==> src/hdl/owd_pkg.sv <==
// Shared constants and types for the out-of-window event detector
package owd_pkg;

    // Widths, fixed at the documented values
    localparam int SAMPLE_W   = 12;          // Axis sample width
    localparam int AXIS_COUNT = 3;           // X, Y, Z
    localparam int ADDR_W     = 8;           // AXI byte address width
    localparam int DATA_W     = 32;          // AXI data width
    localparam int STRB_W     = DATA_W / 8;  // Byte lanes
    localparam int DBCNT_W    = 8;           // Debounce count width
    localparam int IRQ_W      = 2;           // Interrupt status width

    // Register indices; byte address is four times the index
    localparam logic [7:0] IDX_SOURCE     = 8'h2D;
    localparam logic [7:0] IDX_CONFIG     = 8'h30;
    localparam logic [7:0] IDX_THRESH     = 8'h31;
    localparam logic [7:0] IDX_DEBOUNCE   = 8'h32;
    localparam logic [7:0] IDX_IRQ_STATUS = 8'h33;
    localparam logic [7:0] IDX_IRQ_MASK   = 8'h34;

    // Byte addresses
    localparam logic [ADDR_W-1:0] ADDR_SOURCE     = {IDX_SOURCE[5:0], 2'b00};
    localparam logic [ADDR_W-1:0] ADDR_CONFIG     = {IDX_CONFIG[5:0], 2'b00};
    localparam logic [ADDR_W-1:0] ADDR_THRESH     = {IDX_THRESH[5:0], 2'b00};
    localparam logic [ADDR_W-1:0] ADDR_DEBOUNCE   = {IDX_DEBOUNCE[5:0], 2'b00};
    localparam logic [ADDR_W-1:0] ADDR_IRQ_STATUS = {IDX_IRQ_STATUS[5:0], 2'b00};
    localparam logic [ADDR_W-1:0] ADDR_IRQ_MASK   = {IDX_IRQ_MASK[5:0], 2'b00};

    // Reset values
    localparam logic [7:0]          CONFIG_RESET   = 8'h00;
    localparam logic [SAMPLE_W-1:0] UPPER_RESET    = 12'h000;
    localparam logic [SAMPLE_W-1:0] LOWER_RESET    = 12'h000;
    localparam logic [DBCNT_W-1:0]  DEBOUNCE_RESET = 8'h00;
    localparam logic [IRQ_W-1:0]    IRQ_MASK_RESET = 2'h0;

    // Source register field positions
    localparam int SRC_ACTIVE_BIT = 7;       // Event active flag
    localparam int SRC_FLAG_X_BIT = 5;       // Axis i flag at 5-2i, polarity one below
    localparam int SRC_AXIS_STEP  = 2;

    // Threshold register field positions
    localparam int THRESH_UPPER_LSB = 0;
    localparam int THRESH_LOWER_LSB = 16;

    // Interrupt status bits
    localparam int IRQ_ACTIVE_BIT = 0;       // Event active rose
    localparam int IRQ_FLAG_BIT   = 1;       // An axis flag became set

    // Counter ceiling and bus answers
    localparam logic [DBCNT_W-1:0] RUN_MAX     = 8'hFF;
    localparam logic [1:0]         RESP_OKAY   = 2'h0;
    localparam logic [1:0]         RESP_SLVERR = 2'h2;

    // Configuration register layout, bit 0 first from the right
    typedef struct packed {
        logic       int_pin_select;           // 0 pin one, 1 pin two
        logic       int_route_enable;         // Route event active to a pin
        logic       wake_on_out_window;       // Hold off the sleep timer
        logic       relative_mode;            // Compare deltas, not samples
        logic       out_window_latch_enable;  // Sticky axis flags
        logic [2:0] axis_enable;              // Z, Y, X enables
    } owd_config_type;

    // One sample set with its reference, index 0 is X
    typedef struct packed {
        logic [AXIS_COUNT-1:0][SAMPLE_W-1:0] value;
        logic [AXIS_COUNT-1:0][SAMPLE_W-1:0] reference;
    } owd_sample_type;

endpackage
==> src/hdl/owd_axis_compare.sv <==
// Window comparison of one axis against the two thresholds
`timescale 1ns/10ps
module owd_axis_compare
    import owd_pkg::*;
(
    // Axis data
    input  wire logic [SAMPLE_W-1:0] value,
    input  wire logic [SAMPLE_W-1:0] reference,
    // Settings
    input  wire logic                relative_mode,
    input  wire logic                enable,
    input  wire logic [SAMPLE_W-1:0] upper,
    input  wire logic [SAMPLE_W-1:0] lower,
    // Results
    output logic                     outside,
    output logic                     upper_hit
);
    logic signed [SAMPLE_W:0] operand;    // Sample or delta, one bit wider
    logic signed [SAMPLE_W:0] upper_ext;  // Sign-extended upper threshold
    logic signed [SAMPLE_W:0] lower_ext;  // Sign-extended lower threshold

    // Pick raw sample or delta, same compare either way
    always_comb begin
        upper_ext = $signed({upper[SAMPLE_W-1], upper});
        lower_ext = $signed({lower[SAMPLE_W-1], lower});
        if (relative_mode) begin
            operand = $signed({value[SAMPLE_W-1], value})
                    - $signed({reference[SAMPLE_W-1], reference});
        end else begin
            operand = $signed({value[SAMPLE_W-1], value});
        end
        upper_hit = enable && (operand >= upper_ext);
        outside   = enable && ((operand >= upper_ext) || (operand <= lower_ext));
    end

endmodule

==> src/hdl/owd_detector.sv <==
// Out-of-window event detector with AXI4-Lite registers and interrupt
//
// Decided for this implementation: the AXI4-Lite interface to the registers.
`timescale 1ns/10ps
// Function
// - Flag axis on or beyond either threshold
// - Flag zero strictly inside the window, unless latched
// - Polarity one upper, zero lower
// - Polarity captured when its flag sets
// - Active after debounce count consecutive samples
// - Active zero when all axes inside
// - Same compare on samples or deltas
// - Only enabled axes count; none disables
// - Reset sleep timer while active, if enabled
// - Unlatched flags update only once debounced
// - Active routable to either interrupt pin
module owd_detector
    import owd_pkg::*;
(
    // Clock and reset
    input  wire logic                aclk,
    input  wire logic                aresetn,
    // Sample stream, one set per output sample rate tick
    input  wire logic                sample_valid,
    input  wire owd_sample_type      sample,
    // AXI4-Lite write address
    input  wire logic                awvalid,
    output logic                     awready,
    input  wire logic [ADDR_W-1:0]   awaddr,
    input  wire logic [2:0]          awprot,
    // AXI4-Lite write data
    input  wire logic                wvalid,
    output logic                     wready,
    input  wire logic [DATA_W-1:0]   wdata,
    input  wire logic [STRB_W-1:0]   wstrb,
    // AXI4-Lite write response
    output logic                     bvalid,
    input  wire logic                bready,
    output logic [1:0]               bresp,
    // AXI4-Lite read address
    input  wire logic                arvalid,
    output logic                     arready,
    input  wire logic [ADDR_W-1:0]   araddr,
    input  wire logic [2:0]          arprot,
    // AXI4-Lite read data
    output logic                     rvalid,
    input  wire logic                rready,
    output logic [DATA_W-1:0]        rdata,
    output logic [1:0]               rresp,
    // Event outputs
    output logic                     interrupt_pin_one,
    output logic                     interrupt_pin_two,
    output logic                     wake_timer_reset,
    output logic                     irq
);

    ////////////////////////////////////////////////////////////////////////////
    // Declarations
    owd_config_type          config_reg;       // Enables and modes
    logic [SAMPLE_W-1:0]     upper_reg;        // Upper threshold
    logic [SAMPLE_W-1:0]     lower_reg;        // Lower threshold
    logic [DBCNT_W-1:0]      debounce_reg;     // Debounce count
    logic [IRQ_W-1:0]        irq_status_reg;   // Sticky event bits
    logic [IRQ_W-1:0]        irq_mask_reg;     // Interrupt mask
    logic [AXIS_COUNT-1:0]   flag_reg;         // Axis out-of-window flags
    logic [AXIS_COUNT-1:0]   flag_next;
    logic [AXIS_COUNT-1:0]   pol_reg;          // Axis polarity flags
    logic                    active_reg;       // Event active flag
    logic [DBCNT_W-1:0]      run_reg;          // Consecutive outside samples
    logic [DBCNT_W-1:0]      run_next;
    logic                    timer_reset_reg;  // Sleep timer reset pulse
    logic [AXIS_COUNT-1:0]   raw_outside;      // This sample outside
    logic [AXIS_COUNT-1:0]   raw_upper;        // This sample at or above upper
    logic                    any_raw;
    logic                    active_next;
    logic [IRQ_W-1:0]        irq_event;
    logic [7:0]              source_word;      // Source register image
    // Bus state
    logic                    aw_held_reg;
    logic [ADDR_W-1:0]       waddr_reg;
    logic                    w_held_reg;
    logic [DATA_W-1:0]       wdata_reg;
    logic [STRB_W-1:0]       wstrb_reg;
    logic                    bvalid_reg;
    logic [1:0]              bresp_reg;
    logic                    rvalid_reg;
    logic [DATA_W-1:0]       rdata_reg;
    logic [1:0]              rresp_reg;
    logic                    do_write;
    logic                    ar_fire;
    logic                    src_read;         // Read of source register taken
    logic                    irq_read;         // Read of interrupt status taken
    logic [DATA_W-1:0]       wr_mask;          // Byte enables as bit mask
    logic [DATA_W-1:0]       wr_merged;        // Old word with new bytes
    logic [DATA_W:0]         wr_lookup;        // Valid bit and old word
    logic [DATA_W:0]         rd_lookup;        // Valid bit and read word

    ////////////////////////////////////////////////////////////////////////////
    // Per-axis comparison
    generate
        for (genvar i = 0; i < AXIS_COUNT; i++) begin : g_axis
            owd_axis_compare u_cmp (
                .value         (sample.value[i]),
                .reference     (sample.reference[i]),
                .relative_mode (config_reg.relative_mode),
                .enable        (config_reg.axis_enable[i]),
                .upper         (upper_reg),
                .lower         (lower_reg),
                .outside       (raw_outside[i]),
                .upper_hit     (raw_upper[i])
            );
            // Polarity caught on the flag's rising edge only
            always_ff @(posedge aclk) begin
                if (!aresetn) begin
                    pol_reg[i] <= 1'b0;
                end else if (flag_next[i] && !flag_reg[i]) begin
                    pol_reg[i] <= raw_upper[i];
                end
            end
        end
    endgenerate

    ////////////////////////////////////////////////////////////////////////////
    // Debounce and event active
    always_comb begin
        any_raw = |raw_outside;
        if (!any_raw) begin
            run_next = '0;
        end else if (run_reg == RUN_MAX) begin
            run_next = run_reg;
        end else begin
            run_next = DBCNT_W'(run_reg + 8'h01);
        end
        active_next = any_raw && (run_next >= debounce_reg);
    end

    // Counter and active flag move once per sample
    always_ff @(posedge aclk) begin
        if (!aresetn) begin
            run_reg    <= '0;
            active_reg <= 1'b0;
        end else if (sample_valid) begin
            run_reg    <= run_next;
            active_reg <= active_next;
        end
    end

    // Axis flag next value; a new set beats a read clear
    always_comb begin
        flag_next = flag_reg;
        if (config_reg.out_window_latch_enable && src_read) begin
            flag_next = '0;
        end
        if (sample_valid) begin
            if (config_reg.out_window_latch_enable) begin
                if (active_next) begin
                    flag_next = flag_next | raw_outside;
                end
            end else if (!any_raw) begin
                flag_next = '0;
            end else if (active_next) begin
                flag_next = raw_outside;
            end
        end
    end

    // Axis flag storage
    always_ff @(posedge aclk) begin
        if (!aresetn) begin
            flag_reg <= '0;
        end else begin
            flag_reg <= flag_next;
        end
    end

    // Sleep timer reset pulse for each sample that leaves active set;
    // the sample that clears active no longer holds the timer off
    always_ff @(posedge aclk) begin
        if (!aresetn) begin
            timer_reset_reg <= 1'b0;
        end else begin
            timer_reset_reg <= sample_valid && config_reg.wake_on_out_window
                               && active_next;
        end
    end

    // Pin routing of the event active flag
    always_comb begin
        interrupt_pin_one = config_reg.int_route_enable && !config_reg.int_pin_select
                            && active_reg;
        interrupt_pin_two = config_reg.int_route_enable && config_reg.int_pin_select
                            && active_reg;
        wake_timer_reset  = timer_reset_reg;
    end

    ////////////////////////////////////////////////////////////////////////////
    // Interrupt status, mask and output
    always_comb begin
        irq_event                 = '0;
        irq_event[IRQ_ACTIVE_BIT] = sample_valid && active_next && !active_reg;
        irq_event[IRQ_FLAG_BIT]   = |(flag_next & ~flag_reg);
        irq                       = |(irq_status_reg & irq_mask_reg);
    end

    // Sticky bits; read clears, a same-cycle event wins
    always_ff @(posedge aclk) begin
        if (!aresetn) begin
            irq_status_reg <= '0;
        end else begin
            irq_status_reg <= (irq_read ? '0 : irq_status_reg) | irq_event;
        end
    end

    ////////////////////////////////////////////////////////////////////////////
    // Register image lookup: valid bit above the word
    function automatic logic [DATA_W:0] lookup(input logic [ADDR_W-1:0] a);
        logic [DATA_W-1:0] w;
        logic              ok;
        w  = '0;
        ok = 1'b1;
        unique case (a)
            ADDR_SOURCE:     w[7:0] = source_word;
            ADDR_CONFIG:     w[7:0] = config_reg;
            ADDR_THRESH: begin
                w[THRESH_UPPER_LSB +: SAMPLE_W] = upper_reg;
                w[THRESH_LOWER_LSB +: SAMPLE_W] = lower_reg;
            end
            ADDR_DEBOUNCE:   w[DBCNT_W-1:0] = debounce_reg;
            ADDR_IRQ_STATUS: w[IRQ_W-1:0]   = irq_status_reg;
            ADDR_IRQ_MASK:   w[IRQ_W-1:0]   = irq_mask_reg;
            default:         ok = 1'b0;
        endcase
        return {ok, w};
    endfunction

    // Source register image and bus decode
    always_comb begin
        source_word                 = '0;
        source_word[SRC_ACTIVE_BIT] = active_reg;
        for (int i = 0; i < AXIS_COUNT; i++) begin
            source_word[SRC_FLAG_X_BIT - SRC_AXIS_STEP * i]     = flag_reg[i];
            source_word[SRC_FLAG_X_BIT - SRC_AXIS_STEP * i - 1] = pol_reg[i];
        end
        for (int b = 0; b < STRB_W; b++) begin
            wr_mask[8*b +: 8] = {8{wstrb_reg[b]}};
        end
        rd_lookup = lookup(araddr);
        wr_lookup = lookup(waddr_reg);
        wr_merged = (wr_lookup[DATA_W-1:0] & ~wr_mask) | (wdata_reg & wr_mask);
        awready   = !aw_held_reg && !bvalid_reg;
        wready    = !w_held_reg && !bvalid_reg;
        arready   = !rvalid_reg;
        ar_fire   = arvalid && arready;
        src_read  = ar_fire && (araddr == ADDR_SOURCE);
        irq_read  = ar_fire && (araddr == ADDR_IRQ_STATUS);
        do_write  = aw_held_reg && w_held_reg && !bvalid_reg;
        bvalid    = bvalid_reg;
        bresp     = bresp_reg;
        rvalid    = rvalid_reg;
        rdata     = rdata_reg;
        rresp     = rresp_reg;
    end

    // Write address and data capture, either order
    always_ff @(posedge aclk) begin
        if (!aresetn) begin
            aw_held_reg <= 1'b0;
            w_held_reg  <= 1'b0;
            waddr_reg   <= '0;
            wdata_reg   <= '0;
            wstrb_reg   <= '0;
        end else begin
            if (awvalid && awready) begin
                aw_held_reg <= 1'b1;
                waddr_reg   <= awaddr;
            end else if (do_write) begin
                aw_held_reg <= 1'b0;
            end
            if (wvalid && wready) begin
                w_held_reg <= 1'b1;
                wdata_reg  <= wdata;
                wstrb_reg  <= wstrb;
            end else if (do_write) begin
                w_held_reg <= 1'b0;
            end
        end
    end

    // Register writes and write response
    always_ff @(posedge aclk) begin
        if (!aresetn) begin
            config_reg   <= owd_config_type'(CONFIG_RESET);
            upper_reg    <= UPPER_RESET;
            lower_reg    <= LOWER_RESET;
            debounce_reg <= DEBOUNCE_RESET;
            irq_mask_reg <= IRQ_MASK_RESET;
            bvalid_reg   <= 1'b0;
            bresp_reg    <= RESP_OKAY;
        end else if (do_write) begin
            bvalid_reg <= 1'b1;
            bresp_reg  <= RESP_OKAY;
            unique case (waddr_reg)
                ADDR_CONFIG:   config_reg   <= owd_config_type'(wr_merged[7:0]);
                ADDR_THRESH: begin
                    upper_reg <= wr_merged[THRESH_UPPER_LSB +: SAMPLE_W];
                    lower_reg <= wr_merged[THRESH_LOWER_LSB +: SAMPLE_W];
                end
                ADDR_DEBOUNCE: debounce_reg <= wr_merged[DBCNT_W-1:0];
                ADDR_IRQ_MASK: irq_mask_reg <= wr_merged[IRQ_W-1:0];
                // Read-only or unmapped
                default:       bresp_reg    <= RESP_SLVERR;
            endcase
        end else if (bvalid_reg && bready) begin
            bvalid_reg <= 1'b0;
        end
    end

    // Read data channel
    always_ff @(posedge aclk) begin
        if (!aresetn) begin
            rvalid_reg <= 1'b0;
            rdata_reg  <= '0;
            rresp_reg  <= RESP_OKAY;
        end else if (ar_fire) begin
            rvalid_reg <= 1'b1;
            rdata_reg  <= rd_lookup[DATA_W-1:0];
            rresp_reg  <= rd_lookup[DATA_W] ? RESP_OKAY : RESP_SLVERR;
        end else if (rvalid_reg && rready) begin
            rvalid_reg <= 1'b0;
        end
    end
endmodule

==> config.mk <==
export PLATFORM = sky130hd
export DESIGN_NAME = owd_detector
export DESIGN_NICKNAME = d
export VERILOG_FILES = /design/src/hdl/owd_pkg.sv /design/src/hdl/owd_axis_compare.sv /design/src/hdl/owd_detector.sv
export SDC_FILE = /design/constraint.sdc
export NUM_CORES = 1
export LEC_CHECK = 0
export BUFFER_PORTS_ARGS = -buffer_cell sky130_fd_sc_hd__buf_2
export CAP_MARGIN = 10
export CORE_MARGIN = 2
export CORE_UTILIZATION = 33
export CTS_BUF_LIST = sky130_fd_sc_hd__clkbuf_4 sky130_fd_sc_hd__clkbuf_8
export DETAILED_ROUTE_END_ITERATION = 10
export GPL_ROUTABILITY_DRIVEN = 0
export GPL_TIMING_DRIVEN = 0
export PLACE_DENSITY_LB_ADDON = 0.2
export SYNTH_ARGS = -nofsm -noshare
export SYNTH_HDL_FRONTEND = slang
export SYNTH_SLANG_ARGS = --single-unit
==> constraint.sdc <==
create_clock -name aclk -period 18.4 [get_ports aclk]
set_input_delay 3.68 -clock aclk [delete_from_list [all_inputs] [get_ports aclk]]
set_output_delay 3.68 -clock aclk [all_outputs]
set_load 0.03 [all_outputs]
==> flow_metrics.py, run 1 <==
metrics = {
    "setup_path": {
        "critPathMostFrequentCell": "o21ai_0",
        "cp.buffers_inverters": 6,
        "worstPathRequired_ns": 18.73,
        "cp-start-kind": "input pin",
        "critical_path.top_delay_family": "compound AO/OA/AOI/OAI gates",
        "worst_path_max_delay_cell": "o31ai_1",
        "crit_arrival_ns": 10.21,
        "timing.setup.critical_path_class": "in2reg",
        "timing.critical_path.slowest_cell_delay_ns": 0.58,
        "sort_of_element_at_the_end_of_the_critical_path": "register",
        "cp_max_fo": 10,
    },
    "power": {
        "power.leakage_nw": 4.54,
        "pwr_density_cell_mw_per_mm2": 58.3,
        "worst_ir_drop_vdd_mv": 0.0416,
    },
    "clocking": {
        "cts-buffers-inserted": 17,
        "cts.sinks": 126,
        "cts_root_buf": "clkbuf_8",
        "ctsHtreeMaxLevel": 4,
        "post_cts_hold_buffer_count": 0,
        "cts_clk_pin_slew_worst_paths_ns": 0.09,
        "tritoncts": "built",
        "clock_latency_ns": 0.47,
        "post_cts.repair.setup_buffers": 0,
        "cts-root-to-sink-buffers": 2,
        "ctsResizeCount": 0,
    },
    "timing": {
        "worst_clock_skew_ns": 0.0202,
        "layout_min_cycle_time_ns": 9.88,
        "layout_worst_path_cycle_share_pct": 53.7,
        "relSlewSlack_pct": 42.8,
        "maxSlewViolCount": 0,
        "hold_viol": 0,
        "maximum_achievable_frequency_ghz": 0.101,
        "max_slew.worst_pin.slew_ns": 0.851,
        "finalSetupTns_ns": 0,
        "finalSetupViolCount": 0,
        "grt_setup_unrepaired": "false",
    },
    "min_path": {
        "worst_hold_path_type": "reg2reg",
    },
    "floorplan": {
        "core.rowCount": 62,
        "chipWidth_um": 174,
        "core_mm2": 0.0285,
        "fp.dieArea_mm2": 0.0303,
        "effective_utilization_at_floorplan_pct": 33.4,
        "i_o_pin_cnt": 183,
        "die_height_um": 174,
    },
    "run_status": {
        "run_status": "completed",
    },
    "routing": {
        "sum_of_met3_wire_segment_lengths_after_detailed_routing_um": 1730,
        "length_of_routed_wiring_on_met1_um": 14600,
        "routed_wirelength_um": 30200,
        "mean_number_of_vias_per_cell": 5.12,
        "met2_wirelength_um": 13400,
        "drtPass1Iterations": 5,
        "ant_nets": 0,
        "drcViolationCount": 0,
        "routedWlPerCell_um": 16.7,
        "highest_routed_layer": "met4",
        "detailedRoute.firstIterationViolations": 611,
        "vias": 9229,
    },
    "place": {
        "input_output_buffers": 155,
        "hpwlAfterDp_um": 24200,
        "numPlacedInstances": 1773,
    },
    "cells_and_area": {
        "num_antenna_cells": 0,
        "layout-drive-gt1-share_pct": 18.2,
        "area_growth_pct": 17.6,
        "finalNetCount": 1672,
        "final_cell_count_no_fill": 1804,
    },
    "global_routing": {
        "grt_usage_pct": 19.7,
        "grt_pass1_vias": 8668,
        "globalRouteOverflowTotal": 0,
        "grt_max_degree": 17,
        "grt_antenna_before_repair": 0,
        "grt_first_pass_wirelength_um": 46800,
    },
    "logic_synthesis": {
        "library_cell_with_the_highest_instance_count_after_synthesis": "nand2_1",
        "synth_enable_flop_cells": 0,
        "synth.distinct_cells": 78,
        "synth_top_cells_by_area": "dfxtp_1 (26%), ha_1 (16%), a21oi_1 (6.6%)",
        "async_flop_share_pct": 0,
        "netlist_instances": 1225,
        "synth.largest_area_cell": "dfxtp_1",
        "synth.ff_latch_count": 126,
        "post_synth.cell_area_avg_um2": 7.78,
        "total_standard_cell_area_after_synthesis_mm2": 0.00953,
        "seq_area_frac_synth_pct": 26.5,
        "synth_ff_type": "dfxtp_1",
        "synth_top_cell_area_share_pct": 26.5,
        "netlist_top_cells_count": "nand2_1 (162), dfxtp_1 (126), a21oi_1 (125), ha_1 (123), inv_1 (94)",
        "yosysWarningCount": 0,
    },
    "flow_run": {
        "cap_viol_max_count": 0,
    },
}
## worst min-delay path, stage by stage, from the launching register on
cell and delay (ns):
dfxtp_1 0.31, nand2_1 0.05, a21oi_1 0.05
## layer usage
metal	up-vias	track usage, %
met2	290	31.7
met1	4172	27.4
met4	0	5.53
met3	33	2.82
met5	-	0
li1	4734	-
## cell type report
class / count / area, um^2
plain buffers: 65 / 307
clock buffers: 20 / 275
clock inverters: 11 / 109
fillers: 3063 / 17300
inverters: 94 / 353
multi-input cells: 949 / 6390
flip-flops and latches: 126 / 2520
well taps: 384 / 480
repair buffers: 155 / 776
## worst paths after layout
path         slack [ns]  cells past startpoint                       start                            to
max                8.52                     33                  sample[48]  irq_status_reg[1]$_SDFF_PN0_
min                0.45                      2      rdata[19]$_SDFFE_PN0P_        rdata[19]$_SDFFE_PN0P_
min reg2reg        0.45                      2      rdata[19]$_SDFFE_PN0P_        rdata[19]$_SDFFE_PN0P_
max reg2reg       11.90                     24  config_reg[4]$_SDFFE_PN0P_  irq_status_reg[1]$_SDFF_PN0_
## placed cells by master (no fill, tap or decap), drive strengths merged, types with 14 or more instances in the layout
cell / instances
nor2b: 14
a21oi: 125
o21ai: 43
nand3: 55
ha: 123
a22oi: 18
clkbuf: 61
mux2i: 14
nor3: 27
a211oi: 30
nand2: 162
mux2: 29
nor2: 94
dfxtp: 126
xnor2: 23
inv: 96
and3: 14
buf: 179
## cell families (layout without fill, tap and decap cells)
group | Yosys count | in the layout | share of synthesized area (%)
XOR/XNOR | 28 | 28 | 2.57
adder cells (fa/ha/maj) | 126 | 126 | 16.8
other | 1 | 10 | 0.0393
AO/OA/AOI/OAI | 312 | 312 | 21.2
multiplexers | 43 | 43 | 4.89
flip-flops | 126 | 126 | 26.5
AND/OR/NAND/NOR | 430 | 430 | 21.1
buffers and inverters | 159 | 345 | 6.92
## where the power goes
part / switching (mW) / leakage [nW] / total, mW / internal, mW
sequential: 0.00510 / 1.02 / 0.284 / 0.279
clock: 0.118 / 0.184 / 0.236 / 0.118
combinational: 0.0771 / 3.33 / 0.134 / 0.0570
## through the flow
step / setup WS [ns] / power (mW) / hold WS, ns / utilization (%) / area [um^2]
finish: 8.52 / 0.654 / 0.455 / 39.3 / 11200
global route: 7.88 / 0.689 / 0.474 / 39.3 / 11200
global placement: 8.11 / 0.422 / 0.443 / 37.9 / 10800
CTS: 8.58 / 0.660 / 0.461 / 39.3 / 11200
floorplan: 9.22 / 0.384 / 0.433 / - / 9570
detailed placement: 8.07 / 0.424 / 0.449 / 37.9 / 10800
(Power assumes the default switching activity.)
==> run 2: changes to the inputs <==
--- a/config.mk
+++ b/config.mk
@@ -5,6 +5,7 @@
 export SDC_FILE = /design/constraint.sdc
 export NUM_CORES = 1
 export LEC_CHECK = 0
+export ABC_AREA = 1
 export BUFFER_PORTS_ARGS = -buffer_cell sky130_fd_sc_hd__buf_2
 export CAP_MARGIN = 10
 export CORE_MARGIN = 2
==> constraint.sdc (replaced) <==
create_clock -name aclk -period 10.06 [get_ports aclk]
set_input_delay 2.012 -clock aclk [delete_from_list [all_inputs] [get_ports aclk]]
set_output_delay 2.012 -clock aclk [all_outputs]
set_load 0.03 [all_outputs]
==> run 2 against run 1 <==
Against the previous run:
- total power increased by 98%
- clock-buffer cell count decreased by 2
- synthesized cell count increased by 24%
- largest power group unchanged
- die area increased by 3.6%
- critical path type unchanged
- highest routed layer unchanged
- final cell count increased by 17%
- critical endpoint unchanged
- global-route usage increased by 0.30 points
- non-clock buffer count decreased by 12
==> flow_metrics.py, run 2 <==
metrics = {
    "clocking": {
        "ctsHtreeMaxLevel": 4,
        "cts-buffers-inserted": 17,
        "post_cts_hold_buffer_count": 0,
        "clock_latency_ns": 0.45,
        "ctsResizeCount": 0,
        "post_cts.repair.setup_buffers": 0,
        "cts_root_buf": "clkbuf_8",
        "cts.sinks": 126,
        "cts_clk_pin_slew_worst_paths_ns": 0.08,
        "tritoncts": "built",
        "cts-root-to-sink-buffers": 2,
    },
    "routing": {
        "met2_wirelength_um": 14400,
        "routedWlPerCell_um": 14.9,
        "sum_of_met3_wire_segment_lengths_after_detailed_routing_um": 1480,
        "highest_routed_layer": "met4",
        "drtPass1Iterations": 6,
        "drcViolationCount": 0,
        "length_of_routed_wiring_on_met1_um": 14800,
        "detailedRoute.firstIterationViolations": 538,
        "vias": 10200,
        "mean_number_of_vias_per_cell": 4.82,
        "routed_wirelength_um": 31400,
        "ant_nets": 0,
    },
    "global_routing": {
        "grt_antenna_before_repair": 0,
        "grt_max_degree": 17,
        "grt_pass1_vias": 9409,
        "grt_usage_pct": 20.0,
        "grt_first_pass_wirelength_um": 48800,
        "globalRouteOverflowTotal": 0,
    },
    "cells_and_area": {
        "final_cell_count_no_fill": 2113,
        "area_growth_pct": 17.6,
        "layout.cells.most_common_list": "nand2_1 (341), inv_1 (239), buf_2 (160)",
        "num_antenna_cells": 0,
        "mostFrequentLayoutCell": "nand2_1",
        "finalNetCount": 1974,
        "layout-drive-gt1-share_pct": 14.6,
    },
    "timing": {
        "finalSetupTns_ns": 0,
        "layout_min_cycle_time_ns": 7.17,
        "layout_setup_ws_ns": 2.89,
        "finalSetupViolCount": 0,
        "worst_hold_slack_ns": 0.471,
        "worst_clock_skew_ns": 0.0117,
        "max_slew.worst_pin.slew_ns": 1.05,
        "layout_worst_path_cycle_share_pct": 71.2,
        "hold_viol": 0,
        "grt_setup_unrepaired": "false",
        "relSlewSlack_pct": 29.6,
        "maxSlewViolCount": 0,
        "maximum_achievable_frequency_ghz": 0.140,
    },
    "floorplan": {
        "die_height_um": 177,
        "chipWidth_um": 177,
        "i_o_pin_cnt": 183,
        "fp.dieArea_mm2": 0.0314,
        "effective_utilization_at_floorplan_pct": 33.4,
        "core.rowCount": 63,
        "core_mm2": 0.0296,
    },
    "run_status": {
        "run_status": "completed",
    },
    "min_path": {
        "worst_hold_path_type": "reg2reg",
        "hold_depth": 2,
    },
    "setup_path": {
        "worst_path_max_delay_cell": "o21ai_0",
        "cp_max_fo": 9,
        "timing.critical_path.slowest_cell_delay_ns": 0.40,
        "critPathMostFrequentCell": "nand2_1",
        "worstPathRequired_ns": 10.42,
        "number_of_cells_traversed_by_the_worst_register_to_register_path": 35,
        "worst-r2r-setup-slack_ns": 4.54,
        "cp.buffers_inverters": 9,
        "timing.setup.critical_path_class": "in2reg",
        "critical_path.top_delay_family": "compound AO/OA/AOI/OAI gates",
        "cp.depth": 45,
        "crit_arrival_ns": 7.52,
        "sort_of_element_at_the_end_of_the_critical_path": "register",
        "cp-start-kind": "input pin",
    },
    "logic_synthesis": {
        "synth_top_cells_by_area": "dfxtp_1 (26%), ha_1 (16%), nand2_1 (13%)",
        "async_flop_share_pct": 0,
        "synth.largest_area_cell": "dfxtp_1",
        "total_standard_cell_area_after_synthesis_mm2": 0.00988,
        "synth.distinct_cells": 48,
        "netlist_top_cells_count": "nand2_1 (341), inv_1 (239), a21oi_1 (144), nor2_1 (138), o21ai_0 (134)",
        "synth_ff_type": "dfxtp_1",
        "yosysWarningCount": 0,
        "library_cell_with_the_highest_instance_count_after_synthesis": "nand2_1",
        "synth_top_cell_area_share_pct": 25.5,
        "synth.ff_latch_count": 126,
        "synth_enable_flop_cells": 0,
        "netlist_instances": 1524,
        "post_synth.cell_area_avg_um2": 6.49,
        "seq_area_frac_synth_pct": 25.5,
    },
    "power": {
        "pwr_density_cell_mw_per_mm2": 111,
        "worst_ir_drop_vdd_mv": 0.101,
        "power.leakage_nw": 5.70,
    },
    "place": {
        "input_output_buffers": 158,
        "hpwlAfterDp_um": 25700,
        "numPlacedInstances": 2081,
        "place_worst_setup_slack_ns": 2.42,
    },
    "flow_run": {
        "cap_viol_max_count": 0,
    },
}
[run 2: cell types whose count changed in the layout (fill, tap and decap cells not counted), moves of 13 or more]
cell      change
nand2_1     +179
inv_1       +145
o21ai_0      +93
nor2_1       +45
mux2_2       -29
a211oi_1     -27
nor3_1       +24
a21oi_1      +19
a22oi_1      -18
xnor2_1      -18
mux2i_1      -14
nor2b_1      -14
and3_1       -13
[run 2: cells by family (layout without fill, tap and decap cells)]
group	after synthesis	after routing	synth area share (%)
flip-flops	126	126	25.5
AND/OR/NAND/NOR	626	626	27.0
other	1	10	0.0379
XOR/XNOR	12	12	1.06
adder cells (fa/ha/maj)	126	126	16.2
AO/OA/AOI/OAI	335	335	18.4
buffers and inverters	298	488	11.8
[run 2: cell type report]
cell class / instances / area, um^2
fill: 3256 / 17900
multi-input combinational: 1109 / 6230
sequential: 126 / 2520
inverter: 248 / 931
timing repair buffer: 158 / 791
tap: 390 / 488
clock buffer: 18 / 241
buffer: 50 / 235
clock inverter: 14 / 183
[run 2: final timing paths]
path / startpoint / to
worst min register to register: rdata[7]$_SDFFE_PN0P_ / rdata[7]$_SDFFE_PN0P_
worst max register to register: config_reg[4]$_SDFFE_PN0P_ / irq_status_reg[1]$_SDFF_PN0_
worst min-delay path: rdata[7]$_SDFFE_PN0P_ / rdata[7]$_SDFFE_PN0P_
worst max-delay path: sample[60] / irq_status_reg[1]$_SDFF_PN0_
[run 2: worst register-to-register path: cells and delay by family (launching register included)]
| kind | cells | cell delay [ns] |
|---|---|---|
| AND/OR/NAND/NOR | 21 | 1.93 |
| buffers and inverters | 7 | 1.75 |
| AO/OA/AOI/OAI | 5 | 0.89 |
| adder cells (fa/ha/maj) | 2 | 0.56 |
| flip-flops | 1 | 0.32 |
[run 2: through the flow]
step	total power [mW]	cell area, um^2	utilization, %
2_1_floorplan	0.737	9920	-
3_3_place_gp	0.820	11200	37.9
3_5_place_dp	0.824	11200	37.9
4_1_cts	1.30	11600	39.3
5_1_grt	1.37	11600	39.3
6_report	1.29	11600	39.3
[run 2: routing by layer]
layer  global-route usage (%)  up-vias
met5                        0        -
met4                     6.10        0
met3                     2.68       45
met2                     33.7      261
met1                     26.4     4548
li1                         -     5328
[run 2: power by group]
part	internal (mW)	switching, mW	leakage [nW]
clock network	0.253	0.225	0.210
registers	0.521	0.0134	1.03
logic	0.104	0.176	4.47
total	0.877	0.414	5.70
==> run 3: changes to the inputs <==
==> constraint.sdc (replaced) <==
create_clock -name aclk -period 6.7 [get_ports aclk]
set_input_delay 1.34 -clock aclk [delete_from_list [all_inputs] [get_ports aclk]]
set_output_delay 1.34 -clock aclk [all_outputs]
set_load 0.03 [all_outputs]
==> run 3 against run 2 <==
Against the previous run:
- total power grew 50%
- largest power group unchanged
- flip-flop and latch count is the same
- non-clock buffer count is the same
- highest routed layer unchanged
- final cell count is the same
- clock power grew 50%
- critical path depth is the same
- die area is the same
- sequential share of layout area shrank 0.10 points
- register-to-register slack lost 3.2 ns
- combinational power grew 52%
- first-iteration DRC count grew 4.6%
==> flow_metrics.py, run 3 (synthesis gave the netlist of run 2 again) <==
metrics = {
    "setup_path": {
        "timing.setup.critical_path_class": "in2reg",
        "cp-start-kind": "input pin",
        "worst_path_max_delay_cell": "ha_1",
        "worst-r2r-setup-slack_ns": 1.33,
        "timing.critical_path.slowest_cell_delay_ns": 0.38,
        "cp_max_fo": 9,
        "critical_path.top_delay_family": "compound AO/OA/AOI/OAI gates",
        "rr_endpoint": "irq_status_reg[1]$_SDFF_PN0_",
        "sort_of_element_at_the_end_of_the_critical_path": "register",
        "crit_arrival_ns": 6.56,
        "worst_r2r_startpoint": "config_reg[4]$_SDFFE_PN0P_",
        "number_of_cells_traversed_by_the_worst_register_to_register_path": 35,
        "critPathMostFrequentCell": "nand2_1",
        "worstPathRequired_ns": 7.05,
        "cp.buffers_inverters": 7,
        "cp.depth": 45,
        "critical_path.startpoint": "sample[15]",
    },
    "cells_and_area": {
        "layout-drive-gt1-share_pct": 15.3,
        "final_design_area_no_fill_mm2": 0.0117,
        "layout.cells.most_common_list": "nand2_1 (340), inv_1 (239), buf_2 (160)",
        "mostFrequentLayoutCell": "nand2_1",
        "multi_input_comb_area_mm2": 0.00628,
        "finalNetCount": 1974,
        "ff_latch_area_mm2": 0.00252,
        "area_growth_pct": 18.1,
        "num_antenna_cells": 0,
        "fillCellCount": 3260,
    },
    "place": {
        "hpwlAfterDp_um": 25700,
        "input_output_buffers": 158,
        "placed_cell_area_mm2": 0.0112,
    },
    "power": {
        "net_switching_power_figure_mw": 0.623,
        "clock_power_share_pct": 36.8,
        "switch_share_pct": 32.1,
        "p_seq_share_pct": 41.3,
        "pwr_density_cell_mw_per_mm2": 166,
        "combinationalPowerShare_pct": 21.9,
        "worst_ir_drop_vdd_mv": 0.151,
        "power.leakage_nw": 5.71,
        "intPower_mw": 1.32,
    },
    "timing": {
        "grt_setup_unrepaired": "false",
        "hold_viol": 0,
        "max_slew.worst_pin.slew_ns": 1.05,
        "layout_min_cycle_time_ns": 6.21,
        "finalSetupTns_ns": 0,
        "worst_clock_skew_ns": 0.0127,
        "layout_worst_path_cycle_share_pct": 92.7,
        "finalSetupViolCount": 0,
        "maximum_achievable_frequency_ghz": 0.161,
        "worst_hold_slack_ns": 0.471,
        "maxSlewViolCount": 0,
        "relSlewSlack_pct": 29.4,
    },
    "clocking": {
        "cts_root_buf": "clkbuf_8",
        "ctsHtreeMaxLevel": 4,
        "post_cts_hold_buffer_count": 0,
        "cts.sinks": 126,
        "cts-root-to-sink-buffers": 2,
        "cts-buffers-inserted": 17,
        "clock_latency_ns": 0.45,
        "tritoncts": "built",
        "cts_clk_pin_slew_worst_paths_ns": 0.08,
    },
    "global_routing": {
        "globalRouteOverflowTotal": 0,
        "grt_first_pass_wirelength_um": 48800,
        "grt_max_degree": 17,
        "grt_antenna_before_repair": 0,
        "grt_usage_pct": 20.0,
        "grt_pass1_vias": 9409,
    },
    "routing": {
        "vias": 10100,
        "routedWlPerCell_um": 14.9,
        "ant_nets": 0,
        "drcViolationCount": 0,
        "mean_number_of_vias_per_cell": 4.80,
        "drtPass1Iterations": 5,
        "routed_wirelength_um": 31400,
        "detailedRoute.firstIterationViolations": 563,
    },
    "min_path": {
        "hp-start": "rdata[7]$_SDFFE_PN0P_",
        "hold_depth": 2,
        "worstHoldEndpoint": "rdata[7]$_SDFFE_PN0P_",
        "worst_hold_path_type": "reg2reg",
    },
    "floorplan": {
        "die_height_um": 177,
        "core.rowCount": 63,
        "chipWidth_um": 177,
        "effective_utilization_at_floorplan_pct": 33.4,
        "core_mm2": 0.0296,
        "i_o_pin_cnt": 183,
        "fp.dieArea_mm2": 0.0314,
    },
    "flow_run": {
        "cap_viol_max_count": 0,
    },
    "run_status": {
        "run_status": "completed",
    },
}
-- run 3: area by class of cell --
cell class,count,area share (%)
Multi-Input combinational cell,1109,53.8
Sequential cell,126,21.6
Clock buffer,18,2.07
Timing Repair Buffer,158,6.77
Tap cell,390,4.18
Clock inverter,14,1.56
Inverter,248,7.97
Buffer,50,2.01
-- run 3: per-layer routing --
layer	wire, um	up-vias	track usage, %
li1	-	5339	-
met5	0	-	0
met3	1640	41	2.68
met1	14600	4507	26.4
met4	765	0	6.10
met2	14400	261	33.7
-- run 3: how the worst max path moves through the flow --
stage / slack [ns] / endpoint
floorplan: 0.78 / irq_status_reg[1]$_SDFF_PN0_
global placement: -0.17 / irq_status_reg[1]$_SDFF_PN0_
detailed placement: -0.26 / irq_status_reg[1]$_SDFF_PN0_
CTS: 0.19 / irq_status_reg[1]$_SDFF_PN0_
global route: 0.005 / irq_status_reg[1]$_SDFF_PN0_
finish: 0.49 / irq_status_reg[1]$_SDFF_PN0_
-- run 3: repair_timing --
action,in CTS,in global routing
gates resized for setup,0,15
endpoints found under the setup margin,0,10
buffers inserted,0,0
endpoints found under the hold margin,0,0
-- run 3: stage by stage --
stage               worst slack, ns  power [mW]  util [%]  cells
floorplan                     0.781        1.11         -   1533
global placement             -0.172        1.23      37.9   2081
detailed placement           -0.264        1.24      37.9   2081
CTS                           0.188        1.95      39.3   2113
global route                0.00515        2.06      39.5   2113
finish                        0.488        1.94      39.5   2113
-- run 3: worst register-to-register path: cells and delay by family, from the launching register on --
kind / cells / cell delay (ns)
simple gates: 21 / 1.77
buf+inv: 7 / 1.74
compound gates: 5 / 0.87
fa+ha+maj: 2 / 0.58
flops: 1 / 0.32
-- run 3: power by group through the flow --
stage	Clock, mW	Combinational [mW]	Sequential [mW]
3_5_place_dp	0	0.419	0.819
2_1_floorplan	0	0.277	0.830
3_3_place_gp	0	0.413	0.819
5_1_grt	0.764	0.487	0.805
4_1_cts	0.726	0.421	0.802
6_report	0.716	0.425	0.802
